### src/cpmc_params.svh
// constants for the clock and power-mode control block
// ********************************************************************
// Summary of operation
// - in sleep, wake cpu only for enabled interrupt above cpu priority
// - sleep wake at or below cpu priority: restart bus clock, enter idle
// - any reset or watchdog time-out also ends sleep
// - idle halts cpu, system clock runs; stop-in-idle peripherals halt
// - wait with sleep-enable bit 4 clear enters idle
// - idle wakes only above cpu priority, else stays idle
// - any reset or watchdog time-out ends idle
// - switch to a stopped crystal or pll source waits start-up and lock
// - no start-up delay on idle exit
// - divisor bits 20:19 give bus ratio 1:1, 1:2, 1:4 or 1:8
// - system-clocked blocks ignore peripheral divisor changes
// - status read completes at next peripheral clock edge
// - config bit 23 forces watchdog on; clear lets software enable
// - postscale bits 20-16 select 2^n, undefined codes act as 10100
// - bits 15-14: 1x no switching, 01 switching, 00 switching plus monitor
// - config bits 13-12 give reset divisor 1, 2, 4 or 8
// - bit 10 drives clock output only in mode 11 or 00
// - bits 9-8 decode primary oscillator mode
// - config bit 7 two-speed start-up enable is defined but not used
// - config bit 5 enables secondary oscillator
// - bits 2-0 choose the reset clock source
// ********************************************************************
`ifndef CPMC_PARAMS_SVH
`define CPMC_PARAMS_SVH
`define CPMC_ADDR_OSC_CTRL 12'h000
`define CPMC_ADDR_CONFIG 12'h004
`define CPMC_ADDR_STATUS 12'h008
`define CPMC_ADDR_WDOG 12'h00C
`define CPMC_SLEEP_EN_BIT 4
`define CPMC_NEW_SRC_LSB 8
`define CPMC_SWITCH_REQ_BIT 0
`define CPMC_PERIPH_BUS_DIVISOR_LSB 19
`define CPMC_CFG_WDT_EN 23
`define CPMC_CFG_WATCHDOG_POSTSCALE_LSB 16
`define CPMC_CFG_CKSM_LSB 14
`define CPMC_CFG_PERIPH_BUS_DIVISOR_LSB 12
`define CPMC_CFG_CLOCK_OUTPUT_EN 10
`define CPMC_CFG_POSC_LSB 8
`define CPMC_CFG_TWO_SPEED_STARTUP_ENABLE 7
`define CPMC_CFG_SOSC 5
`define CPMC_CFG_OSCILLATOR_SELECT_LSB 0
`define CPMC_WATCHDOG_POSTSCALE_MAX 5'h14
`define CPMC_OST_NS 10240
`define CPMC_LOCK_NS 20000
`define CPMC_CLK_NS 10
`define CPMC_OST_CYC ((`CPMC_OST_NS + `CPMC_CLK_NS - 1) / `CPMC_CLK_NS)
`define CPMC_LOCK_CYC ((`CPMC_LOCK_NS + `CPMC_CLK_NS - 1) / `CPMC_CLK_NS)
`define CPMC_ERR_ADDR 32'hDEAD_0000
`endif

### src/cpmc_pkg.sv
// types for the clock and power-mode control block
package cpmc_pkg;
	typedef enum logic [1:0] {
		CPMC_RUN = 2'b00,
		CPMC_IDLE = 2'b01,
		CPMC_SLEEP = 2'b10
	} cpmc_mode_t;
	typedef enum logic [1:0] {
		CPMC_SW_IDLE = 2'b00,
		CPMC_SW_WAIT = 2'b01
	} cpmc_sw_t;
	typedef struct packed {
		logic psel;
		logic penable;
		logic pwrite;
		logic [11:0] paddr;
		logic [31:0] pwdata;
	} cpmc_apb_req_t;
	typedef struct packed {
		logic prdata_v;
		logic pready;
		logic pslverr;
		logic [31:0] prdata;
	} cpmc_apb_rsp_t;
	typedef struct packed {
		cpmc_mode_t mode;
		cpmc_sw_t sw;
		logic [2:0] cur_src;
		logic [2:0] new_src;
		logic [17:0] sw_cnt;
		logic sleep_en;
		logic [1:0] periph_bus_divisor;
		logic [1:0] periph_bus_divisor_act;
		logic [2:0] pb_cnt;
		logic pb_tick;
		logic wdt_sw_en;
		logic [31:0] cfg;
		logic rd_wait;
		logic cpu_halt;
		logic periph_run;
		logic stop_in_idle_bit_halt;
		logic clock_output;
		logic [2:0] w_sync0;
		logic [2:0] w_sync1;
		cpmc_apb_rsp_t rsp;
	} cpmc_state_t;
endpackage : cpmc_pkg
### src/cpmc_core.sv
// clock and power-mode control with apb register access
`timescale 1ns/1ps
`include "cpmc_params.svh"
module cpmc_core (
	input wire logic clk_in,
	input wire logic reset_in,
	input wire logic [31:0] config_word_in,
	input wire logic wait_exec_in,
	input wire logic irq_valid_in,
	input wire logic [2:0] irq_prio_in,
	input wire logic [2:0] cpu_prio_in,
	input wire logic wdt_timeout_in,
	input wire logic dev_reset_in,
	input wire logic osc_ready_in,
	input wire cpmc_pkg::cpmc_apb_req_t apb_in,
	output logic [31:0] prdata_out,
	output logic pready_out,
	output logic pslverr_out,
	output logic cpu_halt_out,
	output logic periph_clk_en_out,
	output logic stop_in_idle_bit_halt_out,
	output logic sys_clk_en_out,
	output logic clock_output_out,
	output logic [2:0] clk_src_out,
	output logic wdt_enable_out,
	output logic [4:0] wdt_postscale_out,
	output logic fail_safe_clock_monitor_enable_out,
	output logic sosc_enable_out
);
	import cpmc_pkg::*;

	cpmc_state_t s_q;
	cpmc_state_t s_d;
	logic wake_irq;
	logic wake_any;
	logic acc;
	logic [31:0] osc_rd;
	logic [4:0] ps;
	logic [2:0] div_mask;
	logic switch_allowed;
	logic need_delay;
	logic cfg_loaded_q;

	// ****************************************************************
	// decode and wake conditions
	// ****************************************************************
	// qualifying interrupt, synchronised pins
	assign wake_irq = s_q.w_sync1[0] && (irq_prio_in > cpu_prio_in);
	assign wake_any = s_q.w_sync1[1] || s_q.w_sync1[2];
	assign acc = apb_in.psel && apb_in.penable;
	assign ps = (s_q.cfg[`CPMC_CFG_WATCHDOG_POSTSCALE_LSB +: 5] > `CPMC_WATCHDOG_POSTSCALE_MAX) ?
		`CPMC_WATCHDOG_POSTSCALE_MAX : s_q.cfg[`CPMC_CFG_WATCHDOG_POSTSCALE_LSB +: 5];
	assign switch_allowed = !s_q.cfg[`CPMC_CFG_CKSM_LSB + 1];
	// crystal or pll source needs delay
	assign need_delay = (s_q.new_src == 3'h1) || (s_q.new_src == 3'h2) ||
		(s_q.new_src == 3'h3) || (s_q.new_src == 3'h4);
	assign div_mask = 3'((4'h1 << s_q.periph_bus_divisor_act) - 4'h1);
	always_comb begin
		osc_rd = 32'h0000_0000;
		osc_rd[`CPMC_PERIPH_BUS_DIVISOR_LSB +: 2] = s_q.periph_bus_divisor;
		osc_rd[`CPMC_SLEEP_EN_BIT] = s_q.sleep_en;
		osc_rd[`CPMC_NEW_SRC_LSB +: 3] = s_q.new_src;
		osc_rd[`CPMC_SWITCH_REQ_BIT] = (s_q.sw == CPMC_SW_WAIT);
		osc_rd[14:12] = s_q.cur_src;
	end

	// ****************************************************************
	// next state
	// ****************************************************************
	always_comb begin
		s_d = s_q;
		s_d.w_sync0 = {dev_reset_in, wdt_timeout_in, irq_valid_in};
		s_d.w_sync1 = s_q.w_sync0;
		s_d.rsp.pready = 1'b0;
		s_d.rsp.pslverr = 1'b0;
		// configuration word followed every cycle
		s_d.cfg = config_word_in;
		if (!cfg_loaded_q) begin
			s_d.periph_bus_divisor = config_word_in[`CPMC_CFG_PERIPH_BUS_DIVISOR_LSB +: 2];
			s_d.periph_bus_divisor_act = config_word_in[`CPMC_CFG_PERIPH_BUS_DIVISOR_LSB +: 2];
			s_d.cur_src = config_word_in[`CPMC_CFG_OSCILLATOR_SELECT_LSB +: 3];
			s_d.new_src = config_word_in[`CPMC_CFG_OSCILLATOR_SELECT_LSB +: 3];
		end
		s_d.pb_cnt = 3'(s_q.pb_cnt + 3'h1) & div_mask;
		s_d.pb_tick = (s_d.pb_cnt == 3'h0) && s_q.periph_run;
		if (s_d.pb_cnt == 3'h0 && cfg_loaded_q) begin
			s_d.periph_bus_divisor_act = s_q.periph_bus_divisor;
		end
		unique case (s_q.mode)
			CPMC_RUN: begin
				if (wait_exec_in) begin
					s_d.cpu_halt = 1'b1;
					if (s_q.sleep_en) begin
						s_d.mode = CPMC_SLEEP;
						s_d.periph_run = 1'b0;
					end else begin
						s_d.mode = CPMC_IDLE;
						s_d.stop_in_idle_bit_halt = 1'b1;
					end
				end
			end
			CPMC_IDLE: begin
				if (wake_irq || wake_any) begin
					s_d.mode = CPMC_RUN;
					s_d.cpu_halt = 1'b0;
					s_d.stop_in_idle_bit_halt = 1'b0;
				end
			end
			CPMC_SLEEP: begin
				if (wake_any || wake_irq) begin
					s_d.mode = CPMC_RUN;
					s_d.cpu_halt = 1'b0;
					s_d.periph_run = 1'b1;
				end else if (s_q.w_sync1[0]) begin
					s_d.mode = CPMC_IDLE;
					s_d.periph_run = 1'b1;
					s_d.stop_in_idle_bit_halt = 1'b1;
				end
			end
			default: begin
				s_d.mode = CPMC_RUN;
			end
		endcase
		// clock switch sequencer
		unique case (s_q.sw)
			CPMC_SW_IDLE: begin
				s_d.sw_cnt = 18'h0_0000;
			end
			CPMC_SW_WAIT: begin
				s_d.sw_cnt = 18'(s_q.sw_cnt + 18'h0_0001);
				if (!need_delay || (s_q.sw_cnt >=
					18'(`CPMC_OST_CYC + `CPMC_LOCK_CYC) && osc_ready_in)) begin
					s_d.cur_src = s_q.new_src;
					s_d.sw = CPMC_SW_IDLE;
				end
			end
			default: begin
				s_d.sw = CPMC_SW_IDLE;
			end
		endcase
		// apb slave, one wait state; status reads wait for the next peripheral clock tick
		if (acc && !s_q.rsp.pready) begin
			s_d.rsp.pready = 1'b1;
			s_d.rd_wait = 1'b0;
			unique case (apb_in.paddr)
				`CPMC_ADDR_OSC_CTRL: begin
					s_d.rsp.prdata = osc_rd;
					if (apb_in.pwrite) begin
						s_d.sleep_en = apb_in.pwdata[`CPMC_SLEEP_EN_BIT];
						s_d.periph_bus_divisor = apb_in.pwdata[`CPMC_PERIPH_BUS_DIVISOR_LSB +: 2];
						s_d.new_src = apb_in.pwdata[`CPMC_NEW_SRC_LSB +: 3];
						if (apb_in.pwdata[`CPMC_SWITCH_REQ_BIT] &&
							switch_allowed && s_q.sw == CPMC_SW_IDLE) begin
							s_d.sw = CPMC_SW_WAIT;
						end
					end
				end
				`CPMC_ADDR_CONFIG: begin
					s_d.rsp.prdata = s_q.cfg;
				end
				`CPMC_ADDR_STATUS: begin
					s_d.rsp.prdata = {26'h0, s_q.periph_bus_divisor_act, s_q.periph_run,
						s_q.cpu_halt, s_q.mode};
					if (!s_q.pb_tick) begin
						s_d.rsp.pready = 1'b0;
						s_d.rd_wait = 1'b1;
					end
				end
				`CPMC_ADDR_WDOG: begin
					s_d.rsp.prdata = {31'h0, s_q.wdt_sw_en};
					if (apb_in.pwrite) begin
						s_d.wdt_sw_en = apb_in.pwdata[0];
					end
				end
				default: begin
					s_d.rsp.prdata = 32'h0000_0000;
					s_d.rsp.pslverr = 1'b1;
				end
			endcase
		end
		// clock output only in ext or off mode
		s_d.clock_output = s_q.cfg[`CPMC_CFG_CLOCK_OUTPUT_EN] &&
			((s_q.cfg[`CPMC_CFG_POSC_LSB +: 2] == 2'b11) ||
			(s_q.cfg[`CPMC_CFG_POSC_LSB +: 2] == 2'b00)) && s_q.pb_tick;
	end

	// ****************************************************************
	// state register and reset load from configuration
	// ****************************************************************
	always_ff @(posedge clk_in) begin
		if (reset_in) begin
			s_q <= '0;
			s_q.periph_run <= 1'b1;
			s_q.cfg <= 32'hFFFF_FFFF;
		end else begin
			s_q <= s_d;
		end
	end
	// reset defaults taken once after release
	always_ff @(posedge clk_in) begin
		if (reset_in) begin
			cfg_loaded_q <= 1'b0;
		end else begin
			cfg_loaded_q <= 1'b1;
		end
	end

	// ****************************************************************
	// outputs
	// ****************************************************************
	always_ff @(posedge clk_in) begin
		if (reset_in) begin
			prdata_out <= 32'h0000_0000;
			pready_out <= 1'b0;
			pslverr_out <= 1'b0;
			cpu_halt_out <= 1'b0;
			periph_clk_en_out <= 1'b0;
			stop_in_idle_bit_halt_out <= 1'b0;
			sys_clk_en_out <= 1'b0;
			clock_output_out <= 1'b0;
			clk_src_out <= 3'h0;
			wdt_enable_out <= 1'b0;
			wdt_postscale_out <= 5'h00;
			fail_safe_clock_monitor_enable_out <= 1'b0;
			sosc_enable_out <= 1'b0;
		end else begin
			prdata_out <= s_d.rsp.prdata;
			pready_out <= s_d.rsp.pready;
			pslverr_out <= s_d.rsp.pslverr;
			cpu_halt_out <= s_d.cpu_halt;
			// divided enable only for bus peripherals
			periph_clk_en_out <= s_d.pb_tick;
			stop_in_idle_bit_halt_out <= s_d.stop_in_idle_bit_halt;
			sys_clk_en_out <= (s_d.mode != CPMC_SLEEP);
			clock_output_out <= s_d.clock_output;
			clk_src_out <= s_d.cur_src;
			wdt_enable_out <= s_q.cfg[`CPMC_CFG_WDT_EN] || s_q.wdt_sw_en;
			wdt_postscale_out <= ps;
			fail_safe_clock_monitor_enable_out <= (s_q.cfg[`CPMC_CFG_CKSM_LSB +: 2] == 2'b00);
			sosc_enable_out <= s_q.cfg[`CPMC_CFG_SOSC];
		end
	end
endmodule // cpmc_core

### config.mk
export PLATFORM = sky130hd
export DESIGN_NAME = cpmc_core
export DESIGN_NICKNAME = d
export VERILOG_FILES = /design/src/cpmc_pkg.sv /design/src/cpmc_core.sv
export VERILOG_INCLUDE_DIRS = /design/src
export SDC_FILE = /design/constraint.sdc
export NUM_CORES = 1
export LEC_CHECK = 0
export BUFFER_PORTS_ARGS = -buffer_cell sky130_fd_sc_hd__buf_4
export CORE_MARGIN = 3
export CORE_UTILIZATION = 47
export DETAILED_ROUTE_END_ITERATION = 6
export PLACE_DENSITY = 0.75
export SYNTH_ARGS = -nofsm -noshare
export SYNTH_HDL_FRONTEND = slang
export SYNTH_SLANG_ARGS = --single-unit
### constraint.sdc
create_clock -name clk_in -period 1.88 [get_ports clk_in]
set_input_delay 0.376 -clock clk_in [delete_from_list [all_inputs] [get_ports clk_in]]
set_output_delay 0.376 -clock clk_in [all_outputs]
set_load 0.1 [all_outputs]
### Yosys cells after proc, flatten, opt, wreduce, memory -nomap -nowiden

Cells that the tools add are included.

* bits in registers: 124
* logic and storage cells: 138
* output and inout port bits: 50
* input port bits: 92

* order comparisons: 3
* shift operators: 1
* equality and inequality tests: 21
* reduce and logical (&&, ||, !) cells: 40
* multiplexer cells: 40
* add/sub/neg operators: 3
* bitwise operators: 2

Operators by type and width (count)
* $pmux 32 s4: 1
* $pmux 18 s2: 1
* $mux 32: 1
* $mux 2: 14
* $eq 12x4->1 const B: 2
* $add 18x1->18 const B: 1
* $ge 18x12->1 const B: 1
* $mux 3: 5
* $ne 2x2->1 const B: 7
* $eq 12x3->1 const B: 1
* $logic_not 12->1: 1
* $logic_and 1x1->1: 10
* $mux 5: 2
* $mux 1: 9
* $reduce_and 3->1: 3
* $logic_not 2->1: 4
* $logic_or 1x1->1: 8
* $eq 3x2->1 const B: 2
* $mux 6: 1
* $pmux 2 s3: 1
* $reduce_and 6->1: 1
* $reduce_bool 2->1: 3
* $reduce_or 2->1: 3
* $gt 5x5->1 const B: 1
* other kinds (21): 27

### Logic depth before layout (Yosys ltp)

Gate-level depths: netlist of run 1.

* depth after elaboration: 12
* mapped depth: 7
* gate-level depth less buffers: 7

### Least setup slack after synthesis of run 1

OpenSTA, ideal clock, no wires.

* path kind: register -> register
* from: register, netlist name pready_out
* to: register s_q (netlist bit osc_rd[10])
* library setup time: 0.086 ns
* data required time: 1.794 ns
* slack: -0.335 ns
* stages on the path, launching flop included: 8
* data arrival time: 2.129 ns
* path through: dfxtp_1 and3b_1 clkbuf_1 and2_1 nand3_2 clkbuf_1 nor2_1 a211oi_1

RTL lines
* to (decl): line cpmc_core.sv:32 `cpmc_state_t s_q;`

### Worst setup path after layout of run 1

* from: register s_q[104] (netlist name)
* to: register clk_src_out[2]

* word-level cells in the longest chain between the ends: 5

Ends and longest elaborated chain
* $ge 18x12->1: line cpmc_core.sv:131 `if (!need_delay || (s_q.sw_cnt >=`
* $logic_and 1x1->1: line cpmc_core.sv:131
* $logic_or 1x1->1: line cpmc_core.sv:131
* $mux 5: line cpmc_core.sv:131
* $mux 3: line cpmc_core.sv:125 `unique case (s_q.sw)`
* to (signal assigned): line cpmc_core.sv:236 `clk_src_out <= s_d.cur_src;`
* to (decl): line cpmc_core.sv:24 `output logic [2:0] clk_src_out,`

Every way passes these cells.
A chain may end at the register's enable or synchronous reset.

==> qor.yml, run 1 <==
setup_path:
  worst_setup_path_start_kind: "flip-flop"
  path_max_fanout: 6
  cp_slowest_cell: "or4_4"
  crit_buf_inv: 1
  crit_path_max_incr_delay_ns: 0.52
  arrival_ns: 2.39
  crit_type: "flip-flop to flip-flop"
  cp_cell_sequence: "or4_4 -> or4_4 -> a21oi_2 -> buf_6 -> a211oi_1 -> and4bb_2"
  cp-end-kind: "flip-flop"
  crit_top_cell: "or4_4"
  worstPathRequired_ns: 2.32
  critical_path.top_delay_family: "simple AND/OR/NAND/NOR gates"
place:
  place_congestion: 0.779
  place_area_um2: 5820
  hpwl_um: 8010
  io_buffers: 116
sta:
  fin_hold_ws_ns: 0.0595
  hold_viol: 0
  fin_crit_sh_pct: 104
  fin_ws_ns: -0.0751
  max_freq_ghz: 0.511
  final-max-slew-violation-count: 0
  rsz0062_at_grt: "yes"
  finClkSkew_ns: 0.00979
  fin_crit_ns: 1.96
  fin_setup_tns_ns: -0.118
  setup_viol: 2
floorplan:
  initial_utilization_pct: 49.2
  dieArea_um2: 11700
  die_h_um: 108
  io_pins: 142
  core_area_um2: 10000
  fp.dieW_um: 108
  rows: 36
final_layout:
  drive_gt1_share_pct: 35.1
  final_cell_area_um2: 6460
  fin_nets: 710
  area.growth.synth_to_final_pct: 31.2
  finish.utilization_pct: 64.6
  antenna_cells: 0
synthesis:
  synthTopCellsByArea: "dfxtp_1 (50%), buf_4 (5.3%), or2_2 (4.3%), a22o_1 (3.9%), nor2_1 (2.9%)"
  syn_inst: 506
  yosys.area.top_type_share_pct: 50.4
  async_reset_ff_share_pct: 0
  synth_edf_count: 0
  yosysSeqAreaShare_pct: 50.4
  yosys_warnings: 0
  synth_commonest_cells: "dfxtp_1 (124), nor2_1 (38), buf_4 (35)"
  synth_area_um2: 4920
  ys_seq_elements: 124
  yosysUniqueCellTypes: 51
  synthFlopType: "dfxtp_1"
  synth_nets: 608
  yosysMostFrequentCell: "dfxtp_1"
  yosys.area.top_type: "dfxtp_1"
  avgSynthCellArea_um2: 9.73
drt:
  drcViolationCount: 0
  vias: 3799
  first_pass_iters: 5
  routed_wl_um: 11000
  antenna_left: 0
  drt_iter0_drc: 133
  wl_per_cell_um: 14.6
  vias_per_cell: 5.04
power:
  peakVddDrop_mv: 0.798
  fin_total_pwr_mw: 6.74
  pwr_density_cell_nw_per_um2: 1040
  leakage_nw: 2.81
min_path:
  hold_class: "input pin to flip-flop"
clocking:
  htreeDepth: 4
  ctsHoldBuffers: 0
  cts_inserted_buffers: 17
  cts-root-buf: "clkbuf_8"
  cts.path.max_buffers: 2
  cts_tree: "built"
  clk_latency_ns: 0.50
  clock-sinks: 124
  cts.clk_slew.worst_paths_ns: 0.06
global_route:
  grt_pass1_vias: 3773
  grt_overflow: 0
  grt_max_degree: 32
  grtUsageTotal_pct: 19.3
  antenna_found_initial: 0
  grt_pass1_wl_um: 17900
run:
  maxCapViolations: 0
run_status:
  status: "finished, violations left"
  violations: "negative setup slack"
## power by group
| part | total, mW | switching (mW) | internal [mW] |
|---|---|---|---|
| Clock | 3.35 | 1.16 | 2.19 |
| Sequential | 2.77 | 0.0570 | 2.71 |
| Combinational | 0.617 | 0.370 | 0.246 |
| Total | 6.74 | 1.59 | 5.15 |
## placed cells by master, fill, tap and decap left out, types with 4 or more instances in the layout
master	n
a211oi_1	12
a21oi_1	23
a22o_1	22
a311oi_1	4
and2_1	4
and3_1	4
buf_4	136
bufinv_16	4
clkbuf_16	16
clkinv_4	4
dfxtp_1	122
ha_1	10
inv_1	15
mux2i_1	13
nand2_1	25
nand2b_1	4
nand3_1	15
nand3b_1	4
nor2_1	37
nor2b_1	18
nor3_1	7
o21ai_0	17
or2_2	34
xnor2_1	4
xor2_1	16
## worst register-to-register path: stages (launching register included)
cell	delay [ns]
dfxtp_2	0.32
or4_4	0.52
or4_4	0.44
a21oi_2	0.14
buf_6	0.13
a211oi_1	0.06
and4bb_2	0.28
## layer usage
| layer | GRT usage, % | wire length [um] | vias to the layer above |
|---|---|---|---|
| li1 | - | - | 1908 |
| met1 | 23.5 | 4720 | 1781 |
| met2 | 33.3 | 5630 | 89 |
| met3 | 4.84 | 467 | 21 |
| met4 | 6.22 | 206 | 0 |
| met5 | 0 | 0 | - |
## timing repair
item	4_1_cts	5_1_grt
setup endpoints to repair	4	4
gates cloned	0	0
buffers inserted	0	0
pin swaps	3	0
resized for setup	1	4
## state kept, by name, indices dropped and copies added, names as in the netlist, 3 cells and up
| register | cells |
|---|---|
| s_d | 3 |
| s_q | 64 |
| osc_rd | 6 |
| wdt_postscale_out | 5 |
| clk_src_out | 3 |
| prdata_out | 32 |
## worst paths after layout
path                                            start                           to  slack, ns  cells past startpoint
worst max register to register  s_q[104]$_SDFFE_PP0P_    clk_src_out[2]$_SDFF_PP0_      -0.08                      6
worst max-delay path            s_q[104]$_SDFFE_PP0P_    clk_src_out[2]$_SDFF_PP0_      -0.08                      6
worst min register to register     s_q[68]$_SDFF_PP1_  prdata_out[22]$_SDFFE_PP0P_       0.43                      1
worst min-delay path                config_word_in[7]           s_q[53]$_SDFF_PP1_       0.06                      2
## cells by family after synthesis
kind of cell | synth area share [%]
buffers and inverters | 8.13
muxes | 3.10
xor gates and xnor gates | 3.56
and+or+nand+nor | 19.6
adders and majority gates | 2.54
DFF | 50.4
other | 0.0762
AOI/OAI and AO/OA | 12.6
## stage by stage
| stage | setup WS (ns) | cells |
|---|---|---|
| finish | -0.0751 | 754 |
| global route | -0.114 | 754 |
| CTS | -0.0768 | 754 |
| detailed placement | -0.308 | 722 |
| global placement | -0.272 | 722 |
| floorplan | -0.150 | 506 |
## area by class of cell
cell class | count | area [um2]
clock inverters | 14 | 194
well taps | 133 | 166
multi-input cells | 311 | 2060
fillers | 805 | 3540
flip-flops and latches | 124 | 2490
inverters | 15 | 56.3
repair buffers | 139 | 1070
clock buffers | 18 | 428
(Power assumes the default switching activity.)
==> run 2, diff against run 1 <==
--- a/config.mk
+++ b/config.mk
@@ -6,7 +6,7 @@
 export SDC_FILE = /design/constraint.sdc
 export NUM_CORES = 1
 export LEC_CHECK = 0
-export BUFFER_PORTS_ARGS = -buffer_cell sky130_fd_sc_hd__buf_4
+export BUFFER_PORTS_ARGS = -buffer_cell sky130_fd_sc_hd__buf_2
 export CORE_MARGIN = 3
 export CORE_UTILIZATION = 47
 export DETAILED_ROUTE_END_ITERATION = 6
==> qor.yml, run 2 (same netlist as run 1, synthesis figures left out) <==
global_route:
  antenna_found_initial: 0
  grt_pass1_wl_um: 17600
  grt_util_met3_pct: 5.49
  grtUsageTotal_pct: 19.2
  grt-busiest-layer: "met2"
  use_met2_pct: 32.5
  grt_max_degree: 30
  met1_usage_pct: 23.0
  grt_pass1_vias: 3765
  grt_overflow: 0
clocking:
  cts_inserted_buffers: 17
  clk_latency_ns: 0.51
  cts_tree: "built"
  cts.path.max_buffers: 2
  clock-sinks: 124
  cts_setup_buffers: 0
  htreeDepth: 4
  cts.clk_slew.worst_paths_ns: 0.06
  cts-root-buf: "clkbuf_8"
drt:
  wl_per_cell_um: 14.6
  first_pass_iters: 4
  vias_per_cell: 5.07
  routed_wl_um: 11100
  vias: 3836
  antenna_left: 0
  drt_iter0_drc: 191
  drcViolationCount: 0
setup_path:
  critical_path.top_delay_family: "simple AND/OR/NAND/NOR gates"
  crit_top_cell: "or4_4"
  path_max_fanout: 6
  cp_cell_sequence: "or4_4 -> or4_4 -> a21oi_2 -> buf_6 -> nand3_2 -> and4bb_2"
  worst_setup_path_start_kind: "flip-flop"
  arrival_ns: 2.37
  cp-end-kind: "flip-flop"
  cp_slowest_cell: "or4_4"
  crit_buf_inv: 1
  crit_path_max_incr_delay_ns: 0.52
  crit_type: "flip-flop to flip-flop"
  worstPathRequired_ns: 2.28
place:
  place_area_um2: 5530
  io_buffers: 116
  dp_cells: 724
  hpwl_um: 8040
  preCtsSetupSlack_ns: -0.270
  place_congestion: 0.829
power:
  peakVddDrop_mv: 0.652
  leakage_nw: 2.74
  pwr_density_cell_nw_per_um2: 1060
  fin_total_pwr_mw: 6.54
floorplan:
  io_pins: 142
  fp.dieW_um: 108
  rows: 36
  initial_utilization_pct: 49.2
  dieArea_um2: 11700
  die_h_um: 108
  core_area_um2: 10000
final_layout:
  finish.utilization_pct: 61.6
  fin_nets: 712
  largest_reg_flops: 64
  area.growth.synth_to_final_pct: 25.1
  stdcell_count: 756
  layout_common_cells: "dfxtp_1 (122), buf_2 (116), nor2_1 (37), or2_2 (34), nand2_1 (25)"
  regMostFlops: "s_q"
  final_common_cell: "dfxtp_1"
  antenna_cells: 0
  fillers: 838
  final_cell_area_um2: 6160
  drive_gt1_share_pct: 35.8
sta:
  final-max-slew-violation-count: 0
  fin_crit_sh_pct: 105
  fin_crit_ns: 1.97
  max_freq_ghz: 0.508
  fin_ws_ns: -0.0887
  rsz0062_at_grt: "yes"
  finClkSkew_ns: 0.00872
  hold_viol: 0
  setup_viol: 4
min_path:
  hold_class: "input pin to flip-flop"
run:
  maxCapViolations: 0
run_status:
  status: "finished, violations left"
  violations: "negative setup slack"
[run 2: worst reg2reg max path: stages (launching register included)]
cell	delay, ns
dfxtp_2	0.32
or4_4	0.52
or4_4	0.42
a21oi_2	0.16
buf_6	0.14
nand3_2	0.07
and4bb_2	0.23
[run 2: per-layer routing]
layer  part of all wire (%)  routed length [um]
met5                      0                   0
met4                    1.2                 131
met3                    4.4                 492
met2                     51                5680
met1                     43                4760
[run 2: layout make-up]
class	count	area (um2)	area share [%]
clock buffer	18	439	7.13
clock inverter	14	155	2.52
inverter	15	56.3	0.914
multi-input combinational	311	2070	33.6
sequential	124	2490	40.4
tap	133	166	2.70
timing repair buffer	141	785	12.7
[run 2: timing repair]
| action | 4_1_cts | 5_1_grt |
|---|---|---|
| hold buffers | 0 | 0 |
| pin swaps | 5 | 1 |
| setup endpoints to repair | 4 | 5 |
| gates resized for setup | 7 | 1 |
| cloned | 0 | 0 |
[run 2: power breakdown]
group / switching [mW] / internal [mW] / total (mW)
Sequential: 0.0564 / 2.71 / 2.77
Combinational: 0.375 / 0.196 / 0.570
Clock: 1.22 / 1.98 / 3.20
[run 2: final timing paths]
path | startpoint | endpoint | slack, ns | depth (start not counted)
setup / recovery | s_q[104]$_SDFFE_PP0P_ | clk_src_out[2]$_SDFF_PP0_ | -0.09 | 6
hold / removal | config_word_in[7] | s_q[53]$_SDFF_PP1_ | 0.04 | 2
setup reg to reg | s_q[104]$_SDFFE_PP0P_ | clk_src_out[2]$_SDFF_PP0_ | -0.09 | 6
hold reg to reg | s_q[52]$_SDFF_PP1_ | prdata_out[6]$_SDFFE_PP0P_ | 0.44 | 1
[run 2: through the flow]
stage | TNS (ns) | hold WS (ns)
2_1_floorplan | -0.267 | 0.397
3_3_place_gp | -4.58 | 0.408
3_5_place_dp | -5.19 | 0.420
4_1_cts | -0.204 | 0.0221
5_1_grt | -0.386 | 0.0207
6_report | -0.151 | 0.0403
==> run 3, diff against run 2 <==
--- a/config.mk
+++ b/config.mk
@@ -7,6 +7,7 @@
 export NUM_CORES = 1
 export LEC_CHECK = 0
 export BUFFER_PORTS_ARGS = -buffer_cell sky130_fd_sc_hd__buf_2
+export CORE_ASPECT_RATIO = 1.5
 export CORE_MARGIN = 3
 export CORE_UTILIZATION = 47
 export DETAILED_ROUTE_END_ITERATION = 6
==> qor.yml, run 3 (same netlist as run 1, synthesis figures left out) <==
clocking:
  clock-sinks: 124
  cts_inserted_buffers: 17
  cts_setup_buffers: 0
  cts.clk_slew.worst_paths_ns: 0.05
  cts-root-buf: "clkbuf_16"
  cts.path.max_buffers: 2
  htreeDepth: 4
  clk_latency_ns: 0.40
  cts_tree: "built"
  ctsHoldBuffers: 0
sta:
  hold_viol: 0
  fin_crit_ns: 1.97
  setup_viol: 2
  slew_headroom_pct: 64.0
  max_freq_ghz: 0.508
  final-max-slew-violation-count: 0
  fin_ws_ns: -0.0899
  rsz0062_at_grt: "yes"
  fin_crit_sh_pct: 105
  tightestPinTransition_ns: 0.536
  fin_hold_ws_ns: 0.148
  finClkSkew_ns: 0.00520
floorplan:
  fp.dieW_um: 89.6
  rows: 45
  die_h_um: 131
  dieArea_um2: 11800
  initial_utilization_pct: 48.3
  io_pins: 142
  core_area_um2: 10200
global_route:
  grt_pass1_wl_um: 18100
  grt_pass1_vias: 3964
  antenna_found_initial: 0
  grt_overflow: 0
  grt_max_degree: 70
  grtUsageTotal_pct: 19.6
final_layout:
  antenna_cells: 0
  area.growth.synth_to_final_pct: 24.9
  final_common_cell: "dfxtp_1"
  largest_reg_flops: 64
  drive_gt1_share_pct: 34.4
  fin_nets: 708
  regMostFlops: "s_q"
  layout_common_cells: "dfxtp_1 (123), buf_2 (116), nor2_1 (37), or2_2 (34), nand2_1 (25)"
  stdcell_count: 758
power:
  pwr_density_cell_nw_per_um2: 1060
  fin_total_pwr_mw: 6.51
  leakage_nw: 2.72
  peakVddDrop_mv: 0.664
setup_path:
  arrival_ns: 2.31
  cp_slowest_cell: "or4_1"
  worst_setup_path_start_kind: "flip-flop"
  crit_type: "flip-flop to flip-flop"
  path_max_fanout: 6
  crit_path_max_incr_delay_ns: 0.52
  cp-end-kind: "flip-flop"
  cp_cell_sequence: "or4_1 -> or4_4 -> a21oi_4 -> buf_6 -> a211oi_1 -> and4bb_2"
  critical_path.top_delay_family: "simple AND/OR/NAND/NOR gates"
  worstPathRequired_ns: 2.22
  crit_buf_inv: 1
place:
  place_congestion: 0.869
  io_buffers: 116
  dp_cells: 728
  hpwl_um: 7920
run_status:
  status: "finished, violations left"
  violations: "negative setup slack"
drt:
  vias_per_cell: 5.04
  vias: 3822
  wl_per_cell_um: 14.4
  drt_iter0_drc: 143
  drcViolationCount: 0
  routed_wl_um: 10900
  first_pass_iters: 4
  antenna_left: 0
min_path:
  hold_class: "input pin to flip-flop"
run:
  maxCapViolations: 0
## run 3: final cells by class
class,count,area (um2)
clock buffer,20,468
clock inverter,10,116
fill,853,4040
inverter,15,56.3
multi-input combinational,311,2070
sequential,124,2490
tap,141,176
timing repair buffer,137,779
## run 3: worst paths after layout
check	from	to	slack [ns]	cells after the start
setup / recovery	s_q[101]$_SDFFE_PP0P_	clk_src_out[2]$_SDFF_PP0_	-0.09	6
hold / removal	config_word_in[6]	s_q[52]$_SDFF_PP1_	0.15	2
setup reg to reg	s_q[101]$_SDFFE_PP0P_	clk_src_out[2]$_SDFF_PP0_	-0.09	6
hold reg to reg	s_q[56]$_SDFF_PP1_	clock_output_out$_SDFF_PP0_	0.43	2
## run 3: per-stage QoR
| step | utilization (%) | setup TNS [ns] | worst slack [ns] | cell area (um2) |
|---|---|---|---|---|
| after global placement | 54.3 | -5.20 | -0.278 | 5540 |
| after global routing | 60.3 | -0.351 | -0.130 | 6150 |
| final | 60.3 | -0.0958 | -0.0899 | 6150 |
| after detailed placement | 54.3 | -6.27 | -0.319 | 5540 |
| after floorplan | - | -0.267 | -0.150 | 4930 |
| after CTS | 60.3 | -0.0991 | -0.0819 | 6140 |
## run 3: metal layers
layer  wire length (um)  vias to the layer above  GRT usage, %
met2               5850                       96          33.6
li1                   -                     1898             -
met5                  0                        -             0
met4                307                        0          8.86
met3                542                       26          6.40
met1               4240                     1802          21.1
## run 3: timing repair
| item | in CTS | in global routing |
|---|---|---|
| gates resized for setup | 4 | 1 |
| pin swaps | 1 | 0 |
| endpoints found under the setup margin | 4 | 5 |
## run 3: report_power, final
part           internal, mW  leakage [nW]  switching, mW
clock network          2.04         0.271           1.13
registers              2.72          1.02         0.0570
logic                 0.199          1.43          0.369
total                  4.96          2.72           1.56
